`src/int_expansion_consts.vh`:
```
/*
 * Constants for the two-level interrupt path: register addresses, field
 * widths, source-to-level map, vectors, timing counts and FSM codes.
 * Assumes the includer uses them with the widths given here.
 */
`ifndef INT_EXPANSION_CONSTS_VH
`define INT_EXPANSION_CONSTS_VH

// ==========================================================
// sizes
`define NUM_SRC 31
`define NUM_LVL 6
`define SRC_IDX_W 5
`define LVL_W 3
`define DATA_W 16

// ==========================================================
// data-space register addresses
`define ADDR_LEVEL_MASK 16'h0004
`define ADDR_LEVEL_FLAGS 16'h0006
`define ADDR_VECTOR 16'h701E

// ==========================================================
// field layout and reset values
`define LEVEL_FIELD_MSB 5
`define LEVEL_PAD 10'h000
`define LEVEL_FLAGS_RST 6'h00
`define VECTOR_RST 16'h0000

// ==========================================================
// last source index of levels one to five; the rest are level six
`define LVL1_LAST 8
`define LVL2_LAST 15
`define LVL3_LAST 19
`define LVL4_LAST 22
`define LVL5_LAST 27

// ==========================================================
// vectors: level n fetches at 2n in program space
`define LVL_VEC_SHIFT 1
`define LVL_MIN 3'h1
`define LVL_MAX 3'h6
`define LVL_NONE 3'h0
`define PAB_IDLE 16'h0000
`define SRC_VEC_BASE 16'h0001
`define PHANTOM_VEC 16'h0000

// ==========================================================
// timing in clock cycles
`define REQ_PULSE_CYC 2'h2
`define CORE_LAT_CYC 3'h4
`define CORE_LAT_START 3'h1

// ==========================================================
// core state codes, one-hot
`define ST_IDLE 3'h1
`define ST_WAIT 3'h2
`define ST_ACK 3'h4

`endif

```
`src/level_req_pulse.v`:
```
/*
 * One CPU level request generator: an active-low pulse per new request,
 * with an outstanding flag held until the level is acknowledged.
 * Assumes reqAny and ackHit come from logic on the same clock.
 */
`timescale 1ns/1ns
`include "int_expansion_consts.vh"

module level_req_pulse (
   // clock and reset
   input wire clk,
   input wire rst_b,
   // request side
   input wire reqAny,
   input wire ackHit,
   // outputs
   output reg reqLow_b,
   output reg outstanding_r
);

   // ==========================================================
   // pulse timer
   reg [1:0] cnt_r;
   wire start;

   // a new pulse only when nothing earlier on this level is unanswered
   assign start = reqLow_b && reqAny && !outstanding_r;

   always @(posedge clk or negedge rst_b) begin
      if (!rst_b) begin
         reqLow_b <= 1'b1;
         cnt_r <= 2'h0;
      end else if (!reqLow_b) begin
         if (cnt_r == (`REQ_PULSE_CYC - 2'h1)) begin
            reqLow_b <= 1'b1;
         end else begin
            cnt_r <= cnt_r + 2'h1;
         end
      end else if (start) begin
         reqLow_b <= 1'b0;
         cnt_r <= 2'h0;
      end
   end

   // ==========================================================
   // outstanding flag; ack frees it so a still-active source re-pulses
   always @(posedge clk or negedge rst_b) begin
      if (!rst_b) begin
         outstanding_r <= 1'b0;
      end else if (ackHit) begin
         outstanding_r <= 1'b0;
      end else if (start) begin
         outstanding_r <= 1'b1;
      end
   end

endmodule // level_req_pulse

```
`src/int_expansion.v`:
```
/*
 * Two-level maskable interrupt path: peripheral event flags and requests,
 * the expansion controller with its level pulses and vector register, and
 * the core-level flag/mask registers with the take-and-acknowledge logic.
 * Assumes peripherals, the data bus and core control are on clk.
 */
// Notes on behaviour
// - flag and enable both set raise request
// - disabled event flag stays set until cleared
// - level pulse only if none outstanding there
// - level request is low for two cycles
// - level request sets its level flag
// - take unmasked pending level, set global mask
// - acknowledge drives level vector on address
// - decode address, acknowledge that level's request
// - load vector register, phantom when none
// - at least four cycles to vector fetch
// - during stall, higher level may take over
// - flag register at 0006h, six bits
// - write one clears flag, zero ignored
// - acknowledge and reset clear level flags
// - acknowledge leaves peripheral event flag set
// - software interrupt entry keeps its flag
// - mask register at 0004h, one unmasks
// - masked level acknowledged only by software entry
// - still active after acknowledge pulses again
// - acknowledge clears highest priority request only
// - mask bits keep value across reset
`timescale 1ns/1ns
`include "int_expansion_consts.vh"

module int_expansion (
   // clock and reset
   input wire clk,
   input wire rst_b,
   // peripheral events
   input wire [`NUM_SRC-1:0] eventPulse,
   input wire [`NUM_SRC-1:0] eventClear,
   input wire [`NUM_SRC-1:0] eventEnable,
   // data-space register access
   input wire [`DATA_W-1:0] dataAddr,
   input wire [`DATA_W-1:0] dataWrData,
   input wire dataWr,
   input wire dataRd,
   // core control
   input wire interruptible,
   input wire globalMaskClear,
   input wire swIntReq,
   input wire [`LVL_W-1:0] swIntLevel,
   // peripheral status
   output reg [`NUM_SRC-1:0] eventFlag_r,
   output reg [`NUM_SRC-1:0] peripheralRequest_r,
   output reg [`NUM_SRC-1:0] peripheralAck_r,
   // core status
   output wire [`NUM_LVL-1:0] cpuLevelRequest_b,
   output reg globalMask_r,
   output reg intAck_r,
   output reg [`DATA_W-1:0] programAddr_r,
   output reg [`DATA_W-1:0] vector_r,
   output reg [`DATA_W-1:0] rdData_r
);

   // ==========================================================
   // declarations
   localparam ST_IDLE = `ST_IDLE;
   localparam ST_WAIT = `ST_WAIT;
   localparam ST_ACK = `ST_ACK;

   reg [`NUM_SRC-1:0] gatePrev_r;
   reg [`NUM_LVL-1:0] reqPrev_r;
   reg [`NUM_LVL-1:0] levelFlags_r;
   reg [`NUM_LVL-1:0] levelMask_r;
   reg [2:0] state_r;
   reg [2:0] latCnt_r;
   reg [`LVL_W-1:0] takenLvl_r;
   reg takenSw_r;

   wire [`NUM_SRC-1:0] eventGate;
   wire [`NUM_SRC-1:0] gateRise;
   wire [`NUM_LVL-1:0] reqFall;
   wire [`NUM_LVL-1:0] outstanding;
   wire [`NUM_LVL-1:0] wrClear;
   wire [`NUM_LVL-1:0] candidate;
   wire [`LVL_W-1:0] decLvl;
   wire decValid;
   wire swValid;

   reg [`NUM_LVL-1:0] levelAny;
   reg [`NUM_LVL-1:0] ackHit;
   reg [`NUM_LVL-1:0] ackClear;
   reg [`NUM_SRC-1:0] ackOneHot;
   reg [`SRC_IDX_W-1:0] ackIdx;
   reg ackFound;
   reg [`LVL_W-1:0] pickLvl;
   reg pickAny;
   reg [`NUM_SRC-1:0] eventFlag_nxt;
   reg [`NUM_SRC-1:0] peripheralRequest_nxt;
   reg [`NUM_LVL-1:0] levelFlags_nxt;
   reg [`DATA_W-1:0] rdData_nxt;
   integer i;

   // ==========================================================
   // source to level map, fixed by the expansion controller
   function [`LVL_W-1:0] levelOf;
      input integer idx;
      begin
         if (idx <= `LVL1_LAST) begin
            levelOf = 3'h1;
         end else if (idx <= `LVL2_LAST) begin
            levelOf = 3'h2;
         end else if (idx <= `LVL3_LAST) begin
            levelOf = 3'h3;
         end else if (idx <= `LVL4_LAST) begin
            levelOf = 3'h4;
         end else if (idx <= `LVL5_LAST) begin
            levelOf = 3'h5;
         end else begin
            levelOf = 3'h6;
         end
      end
   endfunction

   // ==========================================================
   // peripheral event flags and requests
   assign eventGate = eventFlag_r & eventEnable;
   // edge so an acknowledged request is not revived by a still-set flag
   assign gateRise = eventGate & ~gatePrev_r;

   always @* begin
      // set beats a software clear in the same cycle
      eventFlag_nxt = (eventFlag_r & ~eventClear) | eventPulse;
      // acknowledge drops only the request; the flag itself stays
      peripheralRequest_nxt = ((peripheralRequest_r & ~peripheralAck_r) |
                               gateRise) & eventGate;
   end

   always @(posedge clk or negedge rst_b) begin
      if (!rst_b) begin
         eventFlag_r <= {`NUM_SRC{1'b0}};
         peripheralRequest_r <= {`NUM_SRC{1'b0}};
         gatePrev_r <= {`NUM_SRC{1'b0}};
      end else begin
         eventFlag_r <= eventFlag_nxt;
         peripheralRequest_r <= peripheralRequest_nxt;
         gatePrev_r <= eventGate;
      end
   end

   // ==========================================================
   // per-level request collection
   always @* begin
      levelAny = {`NUM_LVL{1'b0}};
      for (i = 0; i < `NUM_SRC; i = i + 1) begin
         if (peripheralRequest_r[i] && !peripheralAck_r[i]) begin
            levelAny[levelOf(i) - `LVL_MIN] = 1'b1;
         end
      end
   end

   // ==========================================================
   // acknowledge decode from the program address bus
   assign decLvl = programAddr_r[`LVL_W:`LVL_VEC_SHIFT];
   assign decValid = intAck_r &&
                     (programAddr_r[`DATA_W-1:`LVL_W+1] == 12'h000) &&
                     !programAddr_r[0] &&
                     (decLvl >= `LVL_MIN) && (decLvl <= `LVL_MAX);

   always @* begin
      ackHit = {`NUM_LVL{1'b0}};
      ackOneHot = {`NUM_SRC{1'b0}};
      ackIdx = {`SRC_IDX_W{1'b0}};
      ackFound = 1'b0;
      for (i = 0; i < `NUM_LVL; i = i + 1) begin
         if (decValid && (decLvl == i + 1)) begin
            ackHit[i] = 1'b1;
         end
      end
      // descending scan: the lowest index on the level wins
      for (i = `NUM_SRC - 1; i >= 0; i = i - 1) begin
         if (decValid && peripheralRequest_r[i] && levelOf(i) == decLvl) begin
            ackOneHot = {`NUM_SRC{1'b0}};
            ackOneHot[i] = 1'b1;
            ackIdx = i[`SRC_IDX_W-1:0];
            ackFound = 1'b1;
         end
      end
   end

   always @(posedge clk or negedge rst_b) begin
      if (!rst_b) begin
         peripheralAck_r <= {`NUM_SRC{1'b0}};
         vector_r <= `VECTOR_RST;
      end else begin
         peripheralAck_r <= ackOneHot;
         if (decValid) begin
            // a later acknowledge overwrites; software must read first
            if (ackFound) begin
               vector_r <= `SRC_VEC_BASE + {11'h000, ackIdx};
            end else begin
               vector_r <= `PHANTOM_VEC;
            end
         end
      end
   end

   // ==========================================================
   // level request pulse generators
   genvar g;
   generate
      for (g = 0; g < `NUM_LVL; g = g + 1) begin : lvl
         level_req_pulse pulse (
            .clk(clk),
            .rst_b(rst_b),
            .reqAny(levelAny[g]),
            .ackHit(ackHit[g]),
            .reqLow_b(cpuLevelRequest_b[g]),
            .outstanding_r(outstanding[g])
         );
      end
   endgenerate

   // ==========================================================
   // level flag register, write one to clear
   assign reqFall = reqPrev_r & ~cpuLevelRequest_b;
   assign wrClear = (dataWr && dataAddr == `ADDR_LEVEL_FLAGS) ?
                    dataWrData[`LEVEL_FIELD_MSB:0] :
                    {`NUM_LVL{1'b0}};

   always @* begin
      ackClear = {`NUM_LVL{1'b0}};
      for (i = 0; i < `NUM_LVL; i = i + 1) begin
         // software-interrupt entry leaves its flag for software
         if (intAck_r && !takenSw_r && takenLvl_r == i + 1) begin
            ackClear[i] = 1'b1;
         end
      end
      // arriving request wins over either clear
      levelFlags_nxt = (levelFlags_r & ~wrClear & ~ackClear) | reqFall;
   end

   always @(posedge clk or negedge rst_b) begin
      if (!rst_b) begin
         levelFlags_r <= `LEVEL_FLAGS_RST;
         reqPrev_r <= {`NUM_LVL{1'b1}};
      end else begin
         levelFlags_r <= levelFlags_nxt;
         reqPrev_r <= cpuLevelRequest_b;
      end
   end

   // ==========================================================
   // level mask register; deliberately outside the reset
   always @(posedge clk) begin
      if (dataWr && dataAddr == `ADDR_LEVEL_MASK) begin
         levelMask_r <= dataWrData[`LEVEL_FIELD_MSB:0];
      end
   end

   // ==========================================================
   // level selection: pending and unmasked, lowest number first
   assign candidate = levelFlags_r & levelMask_r;

   always @* begin
      pickLvl = `LVL_NONE;
      pickAny = 1'b0;
      for (i = `NUM_LVL - 1; i >= 0; i = i - 1) begin
         if (candidate[i]) begin
            pickLvl = i[`LVL_W-1:0] + 3'h1;
            pickAny = 1'b1;
         end
      end
   end

   assign swValid = swIntReq && (swIntLevel >= `LVL_MIN) &&
                    (swIntLevel <= `LVL_MAX);

   // ==========================================================
   // core take and acknowledge sequence
   always @(posedge clk or negedge rst_b) begin
      if (!rst_b) begin
         state_r <= ST_IDLE;
         latCnt_r <= 3'h0;
         takenLvl_r <= `LVL_NONE;
         takenSw_r <= 1'b0;
         intAck_r <= 1'b0;
         programAddr_r <= `PAB_IDLE;
      end else begin
         case (state_r)
            ST_IDLE: begin
               if (swValid) begin
                  takenLvl_r <= swIntLevel;
                  takenSw_r <= 1'b1;
                  latCnt_r <= `CORE_LAT_START;
                  state_r <= ST_WAIT;
               end else if (pickAny && !globalMask_r && interruptible) begin
                  // selection freezes here; later arrivals wait
                  takenLvl_r <= pickLvl;
                  takenSw_r <= 1'b0;
                  latCnt_r <= `CORE_LAT_START;
                  state_r <= ST_WAIT;
               end
               // while not interruptible, re-picked each cycle
            end
            ST_WAIT: begin
               if (latCnt_r == `CORE_LAT_CYC) begin
                  intAck_r <= 1'b1;
                  programAddr_r <= {13'h0000, takenLvl_r} <<
                                   `LVL_VEC_SHIFT;
                  state_r <= ST_ACK;
               end else begin
                  latCnt_r <= latCnt_r + 3'h1;
               end
            end
            ST_ACK: begin
               intAck_r <= 1'b0;
               programAddr_r <= `PAB_IDLE;
               state_r <= ST_IDLE;
            end
            default: begin
               intAck_r <= 1'b0;
               programAddr_r <= `PAB_IDLE;
               state_r <= ST_IDLE;
            end
         endcase
      end
   end

   // ==========================================================
   // global mask: set on take, cleared by the handler
   always @(posedge clk or negedge rst_b) begin
      if (!rst_b) begin
         globalMask_r <= 1'b1;
      end else if (state_r == ST_IDLE &&
                   (swValid || (pickAny && !globalMask_r &&
                    interruptible))) begin
         globalMask_r <= 1'b1;
      end else if (globalMaskClear) begin
         globalMask_r <= 1'b0;
      end
   end

   // ==========================================================
   // register read port, answers one cycle after the strobe
   always @* begin
      rdData_nxt = {`DATA_W{1'b0}};
      if (dataRd) begin
         case (dataAddr)
            `ADDR_LEVEL_MASK: begin
               rdData_nxt = {`LEVEL_PAD, levelMask_r};
            end
            `ADDR_LEVEL_FLAGS: begin
               rdData_nxt = {`LEVEL_PAD, levelFlags_r};
            end
            `ADDR_VECTOR: begin
               rdData_nxt = vector_r;
            end
            default: begin
               rdData_nxt = {`DATA_W{1'b0}};
            end
         endcase
      end
   end

   always @(posedge clk or negedge rst_b) begin
      if (!rst_b) begin
         rdData_r <= {`DATA_W{1'b0}};
      end else begin
         rdData_r <= rdData_nxt;
      end
   end

endmodule // int_expansion

```
`config.mk`:
```
export PLATFORM = sky130hd
export DESIGN_NAME = int_expansion
export DESIGN_NICKNAME = d
export VERILOG_FILES = /design/src/level_req_pulse.v /design/src/int_expansion.v
export VERILOG_INCLUDE_DIRS = /design/src
export SDC_FILE = /design/constraint.sdc
export NUM_CORES = 1
export LEC_CHECK = 0
export ABC_CLOCK_PERIOD_IN_PS = 2900
export BUFFER_PORTS_ARGS = -buffer_cell sky130_fd_sc_hd__buf_2
export CAP_MARGIN = 20
export CORE_MARGIN = 1.5
export CORE_UTILIZATION = 36
export DETAILED_ROUTE_END_ITERATION = 10
export PLACE_DENSITY = 0.73
export SETUP_SLACK_MARGIN = 0.5
export SYNTH_ARGS = -nofsm -noshare
export SYNTH_HDL_FRONTEND = slang
export SYNTH_SLANG_ARGS = --single-unit
```
`constraint.sdc`:
```
create_clock -name clk -period 2.9 [get_ports clk]
set_input_delay 0 -clock clk [delete_from_list [all_inputs] [get_ports clk]]
set_output_delay 0 -clock clk [all_outputs]
set_load 0.02 [all_outputs]
```
==> results of run 1 <==
[layout by cell type, fill, tap and decap left out, types with 3 or more instances in the layout]
cell / instances
sky130_fd_sc_hd__a21boi_0: 33
sky130_fd_sc_hd__a21o_1: 33
sky130_fd_sc_hd__a21oi_1: 13
sky130_fd_sc_hd__a222oi_1: 6
sky130_fd_sc_hd__a22o_1: 8
sky130_fd_sc_hd__a31oi_1: 4
sky130_fd_sc_hd__and2_1: 42
sky130_fd_sc_hd__and3_1: 13
sky130_fd_sc_hd__and4b_1: 3
sky130_fd_sc_hd__buf_2: 239
sky130_fd_sc_hd__buf_4: 36
sky130_fd_sc_hd__buf_6: 7
sky130_fd_sc_hd__clkbuf_16: 18
sky130_fd_sc_hd__conb_1: 33
sky130_fd_sc_hd__dfrtp_1: 169
sky130_fd_sc_hd__dfrtp_2: 4
sky130_fd_sc_hd__dfstp_2: 14
sky130_fd_sc_hd__dlygate4sd3_1: 106
sky130_fd_sc_hd__edfxtp_1: 6
sky130_fd_sc_hd__ha_1: 8
sky130_fd_sc_hd__inv_1: 59
sky130_fd_sc_hd__inv_6: 6
sky130_fd_sc_hd__nand2_1: 42
sky130_fd_sc_hd__nand2b_1: 37
sky130_fd_sc_hd__nand3_1: 16
sky130_fd_sc_hd__nand3b_1: 6
sky130_fd_sc_hd__nand4_1: 5
sky130_fd_sc_hd__nor2_1: 31
sky130_fd_sc_hd__nor2b_1: 4
sky130_fd_sc_hd__nor3_1: 8
sky130_fd_sc_hd__nor3b_1: 8
sky130_fd_sc_hd__nor4_1: 8
sky130_fd_sc_hd__o211ai_1: 3
sky130_fd_sc_hd__o21ai_0: 17
sky130_fd_sc_hd__o21ai_1: 4
sky130_fd_sc_hd__o22a_1: 7
sky130_fd_sc_hd__o22ai_1: 7
sky130_fd_sc_hd__o31ai_1: 14
sky130_fd_sc_hd__o41ai_1: 3
sky130_fd_sc_hd__or3_1: 3
[kinds of logic after synthesis]
logic type,after synthesis
AOI/OAI and AO/OA,166
xor gates and xnor gates,3
adders and majority gates,9
buffers and inverters,109
DFF,193
muxes,2
other,1
and+or+nand+nor,246
[power by group through the flow]
stage | Sequential, mW | Combinational (mW) | Clock (mW)
after floorplan | 3.28 | 0.575 | 0
after global placement | 3.23 | 0.964 | 0
after detailed placement | 3.24 | 1.00 | 0
after CTS | 3.19 | 1.13 | 2.35
after global routing | 3.24 | 1.28 | 2.46
final | 3.20 | 1.13 | 2.29
[worst max-delay path, stage by stage (launching register included)]
cell and delay, ns:
sky130_fd_sc_hd__dfrtp_2 0.42, sky130_fd_sc_hd__nand4b_4 0.22, sky130_fd_sc_hd__nor4b_4 0.35, sky130_fd_sc_hd__nor2_1 0.07, sky130_fd_sc_hd__o311a_1 0.33, sky130_fd_sc_hd__o41ai_4 0.32
sky130_fd_sc_hd__ha_4 0.20, sky130_fd_sc_hd__nand3_2 0.06, sky130_fd_sc_hd__mux2i_1 0.13, sky130_fd_sc_hd__a211o_1 0.24
[routing by layer]
metal | track usage (%) | vias up
met5 | 0 | -
met2 | 34.2 | 255
met3 | 5.24 | 29
met1 | 23.5 | 3373
li1 | - | 3277
met4 | 6.27 | 0
[final timing paths]
path                                            start                     to
worst max-delay path                 programAddr_r[1]            vector_r[4]
worst min-delay path                         swIntReq              takenSw_r
min in group asynchronous                       rst_b            rdData_r[4]
worst max register to register       programAddr_r[1]            vector_r[4]
worst min register to register  lvl[5].pulse.reqLow_b           reqPrev_r[5]
max in group asynchronous                       rst_b  lvl[3].pulse.reqLow_b
[registers in the layout, summed over array words and instances, names as in the netlist]
signal,cells
eventFlag_r,31
gatePrev_r,31
globalMask_r,1
intAck_r,1
latCnt_r,3
levelFlags_r,6
levelMask_r,6
lvl.pulse.cnt_r,12
lvl.pulse.outstanding_r,6
lvl.pulse.reqLow_b,6
peripheralAck_r,31
peripheralRequest_r,31
programAddr_r,3
rdData_r,6
reqPrev_r,6
state_r,3
takenLvl_r,3
takenSw_r,1
vector_r,6
[layout make-up]
class,instances,area [um2],area share [%]
Clock inverter,14,143,1.21
Timing Repair Buffer,393,2700,23.0
Tap cell,285,357,3.04
Inverter,61,229,1.95
Multi-Input combinational cell,459,3010,25.6
Sequential cell,193,4880,41.6
Clock buffer,17,425,3.62
[metrics by stage]
stage | std cells | setup WS [ns]
CTS | 1409 | 0.446
global route | 1422 | 0.362
detailed placement | 1249 | 0.210
floorplan | 761 | 0.468
global placement | 1249 | 0.249
finish | 1422 | 0.444
[repair_timing]
action | in CTS | in global routing
pin swaps | 6 | 7
hold endpoints to repair | 188 | 0
hold buffers | 106 | 0
resized for setup | 10 | 15
setup buffers | 23 | 12
gates cloned | 0 | 1
setup endpoints to repair | 3 | 5
==> out/metrics.sh, run 1 <==
MAX-VDD-IR-DROP_mV=0.352
YS_DOMINANT_REG_CELL='sky130_fd_sc_hd__dfrtp_1'
YOSYS_REGISTER_BITS=193
FINAL_NET_COUNT=1269
P_SEQ_SHARE_PCT=48.4
PORTBUFFERS=240
DPL_CELL_AREA_UM2=9700
NETLIST.AREA_LEADER.SHARE_PCT=52.5
TRANSITION_TIME_OF_THE_TIGHTEST_SLEW_CHECK_PIN_NS=0.722
CTS_SINKS=193
CLOCK_PATH_BUFFERS=2
NUMBER_OF_ENABLE_FLIP_FLOP_CELLS_AFTER_SYNTHESIS=6
TOTAL_LEAKAGE_POWER_nW=5.90
POWER.SWITCHING_FRACTION_PCT=29.2
DRC_ERRORS=0
CRITPATHMAXFANOUT=4
WHS_NS=0.0294
YS_TYPES=62
POWER_SWITCHING_mW=1.94
DRT_FIRST_ITER_VIOLATIONS=491
CLOCKPOWERSHARE_PCT=34.5
DR_TOTAL_VIAS=6934
CRITICAL_PATH_ARRIVAL_NS=2.76
POSTLAYOUTCOREUTIL_PCT=52.0
RRSETUPSLACK_NS=0.44
YS_TOP_CELLS_BY_AREA='sky130_fd_sc_hd__dfrtp_1 53%, sky130_fd_sc_hd__dfstp_2 4.5%, sky130_fd_sc_hd__buf_4 3.6%, sky130_fd_sc_hd__and2_1 3.2%, sky130_fd_sc_hd__a21boi_0 3.0%'
GRT_ANTENNA_BEFORE_REPAIR=0
POWER_DENSITY_nW_PER_UM2=564
YOSYSWARNINGCOUNT=0
SYN-CELL-AREA_UM2=8240
CTS.ROOT.BUFFER_CELL='sky130_fd_sc_hd__clkbuf_16'
BOUNDARYPINS=284
SYNTH_SEQ_AREA_SHARE_PCT=59.2
GLOBALROUTE.TOTALOVERFLOW=0
LAYOUT.FILLER_CELLS=1952
CRITICAL_PATH_REQUIRED_NS=3.21
AVGVIACOUNTPERCELL=4.88
SYNTH-ASYNC-RESET-RATIO_PCT=96.9
TOP_LAYER='met4'
SYNTH_ADDER_AREA_SHARE_PCT=1.37
AREA_DELTA_SYNTH_FINAL_PCT=42.5
TIMING.SLEW.HEADROOM_PCT=51.9
CTS_MAX_LEVEL=4
MAX_FREQ_GHz=0.407
DIE_HEIGHT_UM=154
GR-USAGE-ALL-LAYERS_PCT=19.5
SYNTH_XOR_XNOR_AREA_SHARE_PCT=0.319
CRIT_TYPE='flip-flop to flip-flop'
ANTENNADIODECOUNT=0
MAXCAPVIOLATIONS=0
PLACE_CONGESTION=0.911
FINAL.MIN_CLOCK_PERIOD_NS=2.46
DR.PASS1.ITERS=5
ROUTE.LAYER.MET1.WL_UM=9340
DRT_WL_TOTAL_UM=22900
CORE.ROWCOUNT=55
FINALCRITPERIODSHARE_PCT=84.7
WORST_HOLD_PATH_TYPE='input pin to flip-flop'
COMBINATIONAL_FAMILY_WITH_THE_MOST_AREA_AFTER_SYNTHESIS='simple AND/OR/NAND/NOR gates'
COMMONEST_CELLS_IN_THE_NETLIST='173 x sky130_fd_sc_hd__dfrtp_1, 61 x sky130_fd_sc_hd__inv_1, 42 x sky130_fd_sc_hd__and2_1, 42 x sky130_fd_sc_hd__nand2_1, 40 x sky130_fd_sc_hd__buf_4'
HPWL_UM=15500
FP.DIEW_UM=154
DRIVE_ABOVE_1_SHARE_PCT=31.4
ROUTE.MET2.WL_UM=11600
CTS_TREE='done'
GRT_SETUP_UNREPAIRED='true'
STATUS='completed'
REPORT.FINAL.SETUP_VIOL=0
CTS-BUFFERS-INSERTED=17
FLOORPLAN.CORE_AREA_UM2=22600
TIMING.CRITICAL_PATH.FROM_TYPE='flip-flop'
CELLINTERNALPOWER_mW=4.68
SYNTHESIS.AREA_PER_INSTANCE_UM2=11.3
FINAL.SETUP_SKEW_NS=0.0110
YOSYSMOSTFREQUENTCELL='sky130_fd_sc_hd__dfrtp_1'
SYNTH-SIMPLE-AREA-SHARE_PCT=17.3
SETUP-TNS-FINAL_NS=0
CLOCK_INSERTION_DELAY_WORST_SKEW_NS=0.43
GRT_MAX_DEGREE=91
POSTROUTEANTENNANETS=0
CLK_TRANSITION_REPORTED_PATHS_NS=0.07
TIMING_HOLD_VIOLATIONS_FINAL=0
MET3ROUTEDLENGTH_UM=1520
NETLIST_INSTANCES=729
FINAL_MAX_SLEW_VIOL_COUNT=0
FIRST_PASS_GRT_WIRE_LENGTH_UM=36200
GRT_PASS1_VIAS=7031
POWER_FRAC_COMB_PCT=17.1
ROUTED_LENGTH_PER_PLACED_INSTANCE_UM=16.1
SYNTHMUXAREASHARE_PCT=0.258
FIN_AREA_UM2=11700
REG2REGPATHDEPTH=9
SYNTH_COMPOUND_GATE_AREA_SHARE_PCT=14.7
ENDPOINT_KIND='flip-flop'
SYNTH_LARGEST_AREA_CELL='sky130_fd_sc_hd__dfrtp_1'
HOLD_PATH_DEPTH=3
P_TOTAL_mW=6.62
INITIAL_CORE_UTIL_PCT=36.5
DESIGN.DIE.AREA_UM2=23800
Power figures use the tool's default switching activity.
==> inputs of run 2 (changes only) <==
ABC_CLOCK_PERIOD_IN_PS = 2170   (was 2900)
PLACE_DENSITY = 0.75   (was 0.73)
clock period = 2.17 ns   (was 2.9 ns; I/O delays follow)
==> run 2 against run 1 <==
  * The flow now finishes with violations (negative setup slack)
  * Sequential power rose by 33%
  * Final cell count rose by 4.1%
  * Global-route usage rose by 1.4 points
  * Worst setup slack got worse by 0.71 ns
  * Cell area rose by 5.3%
  * Clock power rose by 35%
  * Sequential cell count did not move
  * Critical path depth rose by 2
  * First-iteration DRC count fell by 14%
  * Register-to-register slack got worse by 0.71 ns
  * Critical path type unchanged
  * Largest cell class unchanged
==> out/metrics.sh, run 2 (synthesis gave the netlist of run 1 again) <==
HOLD-PATH-ENDPOINT='takenLvl_r[1]'
PLACE_CONGESTION=0.906  # -0.61%
WORST_PATH_DOMINANT_CELL_FAMILY='compound AO/OA/AOI/OAI gates'
BOUNDARYPINS=284  # unchanged
FINAL.MIN_CLOCK_PERIOD_NS=2.43  # -0.0240 ns
GRT_PASS1_VIAS=7514  # +6.9%
FINAL.SETUP_SKEW_NS=0.0122  # +0.00117 ns
WORSTHOLDSTART='swIntLevel[1]'
DR.PASS1.ITERS=4  # -1
FP.DIEW_UM=154  # unchanged
AREA_DELTA_SYNTH_FINAL_PCT=50.1
FLOORPLAN.CORE_AREA_UM2=22600  # unchanged
DP_WORST_SETUP_SLACK_NS=-0.267  # -0.476 ns
DRT_WL_TOTAL_UM=24400  # +6.5%
DRT_FIRST_ITER_VIOLATIONS=420  # -14%
POWER_DENSITY_nW_PER_UM2=735  # +30%
POWER_FRAC_COMB_PCT=19.1  # +2.0 points
CPMAXSTAGEDELAYCELL='sky130_fd_sc_hd__dfrtp_2'
CTS.ROOT.BUFFER_CELL='sky130_fd_sc_hd__clkbuf_16'
REPORT.FINAL.SETUP_VIOL=5  # +5
HOLD_PATH_DEPTH=5  # +2
TRANSITION_TIME_OF_THE_TIGHTEST_SLEW_CHECK_PIN_NS=0.591  # -0.130 ns
TOTAL_LEAKAGE_POWER_nW=6.25  # +6.0%
FINALWORSTSETUPSLACK_NS=-0.262  # -0.706 ns
CTS-BUFFERS-INSERTED=17  # unchanged
CRIT_TYPE='flip-flop to flip-flop'
WORST_HOLD_PATH_TYPE='input pin to flip-flop'
INITIAL_CORE_UTIL_PCT=36.5  # unchanged
DRC_ERRORS=0  # unchanged
GRT_MAX_DEGREE=71  # -22%
POWER.SWITCHING_FRACTION_PCT=29.7  # +0.43 points
HPWL_UM=16700  # +8.0%
REG2REGPATHDEPTH=11  # +2
R2R_START='programAddr_r[2]'
FINAL_MAX_SLEW_VIOL_COUNT=0  # unchanged
CRITPATHMAXFANOUT=5  # +1
FIRST_PASS_GRT_WIRE_LENGTH_UM=38500  # +6.3%
ENDPOINT_KIND='flip-flop'
CRITPATHBUFINV=2  # +2
BIGGEST_CELL_DELAY_ALONG_THE_CRITICAL_PATH_NS=0.46  # +0.04 ns
P_SEQ_SHARE_PCT=46.8  # -1.6 points
DR_TOTAL_VIAS=7210  # +4.0%
POWER_SWITCHING_mW=2.70  # +39%
CTS_TREE='done'
GLOBALROUTE.TOTALOVERFLOW=0  # unchanged
DRIVE_ABOVE_1_SHARE_PCT=37.1  # +5.7 points
WHS_NS=0.0127  # -0.0167 ns
AVGVIACOUNTPERCELL=4.87  # about the same
MAX-VDD-IR-DROP_mV=0.525  # +49%
TIMING_HOLD_VIOLATIONS_FINAL=0  # unchanged
CLOCK_PATH_BUFFERS=2  # unchanged
FINAL_NET_COUNT=1326  # +4.5%
TIMING.CRITICAL_PATH.CELLS='buf_6, and4bb_2, nand3b_1, a221o_1, o221ai_2, a32oi_1, inv_1, ha_4, nand3_2, mux2i_1, a211o_1'
DESIGN.DIE.AREA_UM2=23800  # unchanged
MAXCAPVIOLATIONS=0  # unchanged
CELLINTERNALPOWER_mW=6.40  # +37%
PORTBUFFERS=240  # unchanged
STATUS='complete, but fails checks'
FINALCRITPERIODSHARE_PCT=112  # +27 points
ROUTED_LENGTH_PER_PLACED_INSTANCE_UM=16.5  # +2.4%
CTS_SINKS=193  # unchanged
MAX_FREQ_GHz=0.411  # +0.99%
CLOCK_INSERTION_DELAY_WORST_SKEW_NS=0.44  # about the same
DIE_HEIGHT_UM=154  # unchanged
POSTROUTEANTENNANETS=0  # unchanged
TIMING.CRITICAL_PATH.FROM_TYPE='flip-flop'
CORE.ROWCOUNT=55  # unchanged
CRITICAL_PATH_ARRIVAL_NS=2.75  # about the same
GR-USAGE-ALL-LAYERS_PCT=20.9  # +1.4 points
TIMING.SLEW.HEADROOM_PCT=60.6  # +8.7 points
CTS_MAX_LEVEL=4  # unchanged
CRITICAL_PATH_REQUIRED_NS=2.49  # -0.72 ns
RRSETUPSLACK_NS=-0.26  # -0.71 ns
MOSTFREQUENTLAYOUTCELL='sky130_fd_sc_hd__buf_2'
ANTENNADIODECOUNT=0  # unchanged
GRT_ANTENNA_BEFORE_REPAIR=0  # unchanged
LAYOUT_COMMON_CELLS='240 x sky130_fd_sc_hd__buf_2, 169 x sky130_fd_sc_hd__dfrtp_1, 105 x sky130_fd_sc_hd__dlygate4sd3_1'
GRT_SETUP_UNREPAIRED='true'
CLK_TRANSITION_REPORTED_PATHS_NS=0.07  # about the same
LAYOUT.FILLER_CELLS=1936  # -0.82%
WORST_R2R_ENDPOINT='vector_r[4]'
CLOCKPOWERSHARE_PCT=34.1  # -0.4 points
FAILED_CHECKS='negative setup slack'
-- run 2: layer usage --
| layer | routed length [um] | part of all wire, % | track usage, % | vias to the layer above |
|---|---|---|---|---|
| met5 | 0 | 0 | 0 | - |
| met4 | 418 | 1.7 | 6.27 | 0 |
| met3 | 1410 | 5.8 | 4.57 | 33 |
| met2 | 12800 | 52 | 37.7 | 254 |
| met1 | 9800 | 40 | 24.9 | 3537 |
| li1 | - | - | - | 3386 |
-- run 2: power groups by stage --
stage / Combinational [mW] / Clock (mW) / Sequential (mW)
4_1_cts: 1.66 / 3.18 / 4.25
3_3_place_gp: 1.42 / 0 / 4.29
2_1_floorplan: 0.770 / 0 / 4.38
5_1_grt: 1.93 / 3.35 / 4.30
3_5_place_dp: 1.48 / 0 / 4.31
6_report: 1.74 / 3.10 / 4.25
-- run 2: layout make-up --
class / instances / area, um2 / share of cell area (%)
clock buffer: 17 / 425 / 3.44
clock inverter: 15 / 149 / 1.20
timing repair buffer: 450 / 3140 / 25.4
sequential: 193 / 4880 / 39.5
multi-input combinational: 459 / 3190 / 25.7
tap: 285 / 357 / 2.88
inverter: 61 / 229 / 1.85
-- run 2: worst max path at each step --
stage	endpoint	slack, ns	start	cells past startpoint
after floorplan	vector_r[4]	-0.26	programAddr_r[1]	9
after global placement	vector_r[4]	-0.21	programAddr_r[2]	9
after detailed placement	vector_r[4]	-0.27	programAddr_r[1]	11
after CTS	vector_r[4]	-0.21	programAddr_r[2]	11
after global routing	vector_r[4]	-0.38	programAddr_r[2]	11
final	vector_r[4]	-0.26	programAddr_r[2]	11
-- run 2: repair_timing --
item                                   CTS  global route
gates resized for setup                 25            39
endpoints found under the hold margin  173             0
pin swaps                                7            14
setup buffers                           14             8
cloned                                   1             0
setup endpoints to repair               25            30
hold buffers                           105             0
-- run 2: metrics by stage --
step / std cells / util (%) / power, mW / TNS (ns) / area (um2)
after global routing: 1480 / 54.8 / 9.59 / -1.44 / 12400
after CTS: 1472 / 53.8 / 9.09 / -0.687 / 12100
after global placement: 1320 / 45.6 / 5.71 / -0.510 / 10300
after floorplan: 761 / - / 5.15 / -0.464 / 8410
final: 1480 / 54.8 / 9.10 / -0.889 / 12400
after detailed placement: 1320 / 45.6 / 5.79 / -0.738 / 10300
-- run 2: tightest hold or removal path: cells and delay by family --
kind | cells | cell delay [ns]
buffers and inverters | 1 | 0.11
and+or+nand+nor | 1 | 0.05
AOI/OAI and AO/OA | 3 | 0.26
==> inputs of run 3 (changes only) <==
CELL_PAD_IN_SITES_DETAIL_PLACEMENT = 1   (was default)
CELL_PAD_IN_SITES_GLOBAL_PLACEMENT = 1   (was default)
CORE_UTILIZATION = 30   (was 36)
PLACE_DENSITY = 0.79   (was 0.75)
SYNTH_HIERARCHICAL = 1   (was default)
==> run 3 against run 2 <==
  * Area after synthesis rose by 2.4%
  * Die area rose by 22%
  * Clock skew barely moved
  * The flow still finishes with violations (negative setup slack)
  * Sequential share of layout area fell by 1.1 points
  * Critical path depth did not move
==> out/metrics.sh, run 3 <==
TIMING.SLEW.HEADROOM_PCT=51.6  # -9.0 points
DIE_HEIGHT_UM=171  # +11%
ENDPOINT_KIND='flip-flop'
MAXCAPVIOLATIONS=0  # unchanged
CTS.ROOT.BUFFER_CELL='sky130_fd_sc_hd__clkbuf_16'
AVGVIACOUNTPERCELL=4.78  # -1.9%
REG2REGPATHDEPTH=11  # unchanged
BIGGEST_CELL_DELAY_ALONG_THE_CRITICAL_PATH_NS=0.45  # about the same
GRT_SETUP_UNREPAIRED='true'
LAYOUT.FILLER_CELLS=3093  # +60%
PLACE_CONGESTION=0.886  # -2.2%
GLOBAL_ROUTE.USAGE.MET3_PCT=4.53  # -0.033 points
DESIGN.DIE.AREA_UM2=29200  # +22%
CLOCK_INSERTION_DELAY_WORST_SKEW_NS=0.43  # about the same
FAILED_CHECKS='negative setup slack'
DRIVE_ABOVE_1_SHARE_PCT=36.4  # -0.70 points
FINAL_MAX_SLEW_VIOL_COUNT=0  # unchanged
CLOCK_PATH_BUFFERS=2  # unchanged
COMMONEST_CELLS_IN_THE_NETLIST='173 x sky130_fd_sc_hd__dfrtp_1, 57 x sky130_fd_sc_hd__inv_1, 53 x sky130_fd_sc_hd__nor2_1'
YS_TYPES=66  # +6.5%
GLOBALROUTEMET1UTIL_PCT=21.9  # -3.0 points
CTS-BUFFERS-INSERTED=17  # unchanged
R2R_START='programAddr_r[3]'
GLOBALROUTE.TOTALOVERFLOW=0  # unchanged
HOLD-PATH-ENDPOINT='rdData_r[5]'
MAX-VDD-IR-DROP_mV=0.425  # -19%
TRANSITION_TIME_OF_THE_TIGHTEST_SLEW_CHECK_PIN_NS=0.726  # +0.135 ns
WORST_HOLD_PATH_TYPE='input pin to flip-flop'
GRT_MOST_USED_LAYER='met2'
LAYOUT_COMMON_CELLS='239 x sky130_fd_sc_hd__buf_2, 168 x sky130_fd_sc_hd__dfrtp_1, 107 x sky130_fd_sc_hd__dlygate4sd3_1'
DRC_ERRORS=0  # unchanged
SYNTH_SEQ_AREA_SHARE_PCT=57.8  # -1.4 points
MAX_FREQ_GHz=0.414  # +0.64%
DR_TOTAL_VIAS=7628  # +5.8%
YOSYS_REGISTER_BITS=193  # unchanged
YS_DOMINANT_REG_CELL='sky130_fd_sc_hd__dfrtp_1'
DP_WORST_SETUP_SLACK_NS=-0.330  # -0.0633 ns
CRITPATHMAXFANOUT=5  # unchanged
TIMING_HOLD_VIOLATIONS_FINAL=0  # unchanged
CRITICAL_PATH_ARRIVAL_NS=2.74  # about the same
CTS_MAX_LEVEL=4  # unchanged
CRIT_TYPE='flip-flop to flip-flop'
FIRST_PASS_GRT_WIRE_LENGTH_UM=43100  # +12%
GRT_MAX_DEGREE=79  # +11%
DRT_WL_TOTAL_UM=28600  # +17%
CRITICAL_PATH_REQUIRED_NS=2.49  # about the same
DR.PASS1.ITERS=5  # +1
CTS_TREE='done'
POSTROUTEANTENNANETS=0  # unchanged
PLACE_INST=1434  # +8.6%
HOLD_PATH_DEPTH=4  # -1
NETLIST.AREA_LEADER.SHARE_PCT=51.3  # -1.3 points
FINALWORSTSETUPSLACK_NS=-0.247  # +0.0154 ns
GR-USAGE-ALL-LAYERS_PCT=19.3  # -1.6 points
ANTENNADIODECOUNT=0  # unchanged
FINAL.MIN_CLOCK_PERIOD_NS=2.42  # -0.0154 ns
YS_TOP_CELLS_BY_AREA='sky130_fd_sc_hd__dfrtp_1 51%, sky130_fd_sc_hd__dfstp_2 4.4%, sky130_fd_sc_hd__a21o_1 3.2%, sky130_fd_sc_hd__and2_1 3.1%, sky130_fd_sc_hd__buf_4 2.9%'
MET2_USAGE_PCT=34.9  # -2.8 points
FINAL.SETUP_SKEW_NS=0.0124  # +0.000263 ns
FINALCRITPERIODSHARE_PCT=111  # -0.71 points
YOSYSWARNINGCOUNT=6  # +6
STATUS='complete, but fails checks'
GRT_ANTENNA_BEFORE_REPAIR=0  # unchanged
CORE.ROWCOUNT=61  # +11%
PORTBUFFERS=240  # unchanged
SETUP-TNS-FINAL_NS=-0.879  # +0.0106 ns
NETLIST_INSTANCES=757  # +3.8%
SYN-CELL-AREA_UM2=8440  # +2.4%
AREA_DELTA_SYNTH_FINAL_PCT=50.9
WORSTHOLDSTART='dataAddr[10]'
POWER_DENSITY_nW_PER_UM2=746  # +1.5%
YOSYSMOSTFREQUENTCELL='sky130_fd_sc_hd__dfrtp_1'
CPMAXSTAGEDELAYCELL='sky130_fd_sc_hd__dfrtp_2'
CLK_TRANSITION_REPORTED_PATHS_NS=0.07  # about the same
FINISH.CELL_COUNT_WITHOUT_FILLERS=1596  # +7.8%
GRT_PASS1_VIAS=8264  # +10%
RRSETUPSLACK_NS=-0.25  # +0.02 ns
WORST_R2R_ENDPOINT='vector_r[4]'
FP.DIEW_UM=171  # +11%
FINAL_NET_COUNT=1355  # +2.2%
P_TOTAL_mW=9.50  # +4.5%
SYNTH-ASYNC-RESET-RATIO_PCT=96.9  # unchanged
FLOORPLAN.CORE_AREA_UM2=27700  # +23%
TIMING.CRITICAL_PATH.CELLS='buf_12, and4bb_2, o21ai_1, o221a_4, nor3_4, o32a_1, inv_1, ha_4, nand4_1, mux2i_1, a21o_1'
SYNTH_LARGEST_AREA_CELL='sky130_fd_sc_hd__dfrtp_1'
ROUTED_LENGTH_PER_PLACED_INSTANCE_UM=17.9  # +8.6%
REPORT.FINAL.SETUP_VIOL=5  # unchanged
DRT_FIRST_ITER_VIOLATIONS=417  # -0.71%
HPWL_UM=19000  # +14%
CTS_SINKS=193  # unchanged
SYNTHESIS.AREA_PER_INSTANCE_UM2=11.2  # -1.3%
TIMING.CRITICAL_PATH.FROM_TYPE='flip-flop'
INITIAL_CORE_UTIL_PCT=30.5  # -6.0 points
NUMBER_OF_ENABLE_FLIP_FLOP_CELLS_AFTER_SYNTHESIS=6  # unchanged
BOUNDARYPINS=284  # unchanged
MOSTFREQUENTLAYOUTCELL='sky130_fd_sc_hd__buf_2'
TOTAL_LEAKAGE_POWER_nW=6.25  # about the same
==> run 3: changes by cell type in the layout (fill, tap and decap cells not counted), sizes merged, moves of 7 or more <==
cell and delta:
and3b +7, o22a -7, nor2 +20, inv -8, buf -13, o31ai -13
==> run 3: worst max-delay path: cells and delay by family (launching register included) <==
kind / cells / cell delay [ns]
compound gates: 4 / 0.86
fa+ha+maj: 1 / 0.14
buf+inv: 2 / 0.25
flops: 1 / 0.45
mux: 1 / 0.15
simple gates: 3 / 0.46
==> run 3: per-stage QoR <==
step / hold slack [ns] / cell area [um2] / util [%]
after floorplan: -0.296 / 8600 / -
after global placement: 0.0960 / 10500 / 38.1
after detailed placement: 0.103 / 10500 / 38.1
after CTS: 0.0343 / 12400 / 44.9
after global routing: 0.0856 / 12700 / 46.0
final: 0.0474 / 12700 / 46.0
==> run 3: per-layer routing <==
| metal | wire, um | share of wire, % |
|---|---|---|
| met1 | 11500 | 40 |
| met2 | 14800 | 52 |
| met3 | 1500 | 5.3 |
| met4 | 794 | 2.8 |
| met5 | 0 | 0 |
==> run 3: how the worst max path moves through the flow <==
stage / from / end / slack [ns] / cells after the start
2_1_floorplan: peripheralRequest_r[1] / vector_r[4] / -0.28 / 8
3_3_place_gp: programAddr_r[2] / vector_r[3] / -0.22 / 8
3_5_place_dp: programAddr_r[2] / vector_r[4] / -0.33 / 8
4_1_cts: peripheralRequest_r[28] / vector_r[4] / -0.20 / 9
5_1_grt: programAddr_r[1] / vector_r[4] / -0.31 / 11
6_report: programAddr_r[3] / vector_r[4] / -0.25 / 11
==> run 3: power by group <==
part | total, mW | internal (mW) | leakage, nW | switching, mW
combinational | 2.09 | 0.940 | 3.64 | 1.15
sequential | 4.32 | 3.97 | 2.33 | 0.348
clock | 3.10 | 1.66 | 0.275 | 1.44
==> run 3: what timing repair did <==
item	4_1_cts	5_1_grt
buffers inserted	15	7
hold buffers	107	0
pin swaps	13	25
hold endpoints to repair	179	0
gates cloned	0	1
setup endpoints to repair	22	28
resized for setup	32	54
==> run 3: logic make-up (layout without fill, tap and decap cells) <==
kind of cell	after synthesis	in the layout	synth area share [%]
mux	3	3	0.356
flops	193	193	57.8
buf+inv	101	529	6.08
fa+ha+maj	15	15	2.22
xor+xnor	9	9	0.934
other cells	1	33	0.0444
simple gates	270	270	18.3
compound gates	165	166	14.3
==> run 3: layout make-up <==
type / count / area (um2) / area share [%]
clock buffer: 21 / 460 / 3.62
multi-input combinational: 496 / 3530 / 27.7
timing repair buffer: 439 / 3070 / 24.1
sequential: 193 / 4880 / 38.3
clock inverter: 11 / 104 / 0.815
tap: 378 / 473 / 3.71
inverter: 58 / 218 / 1.71
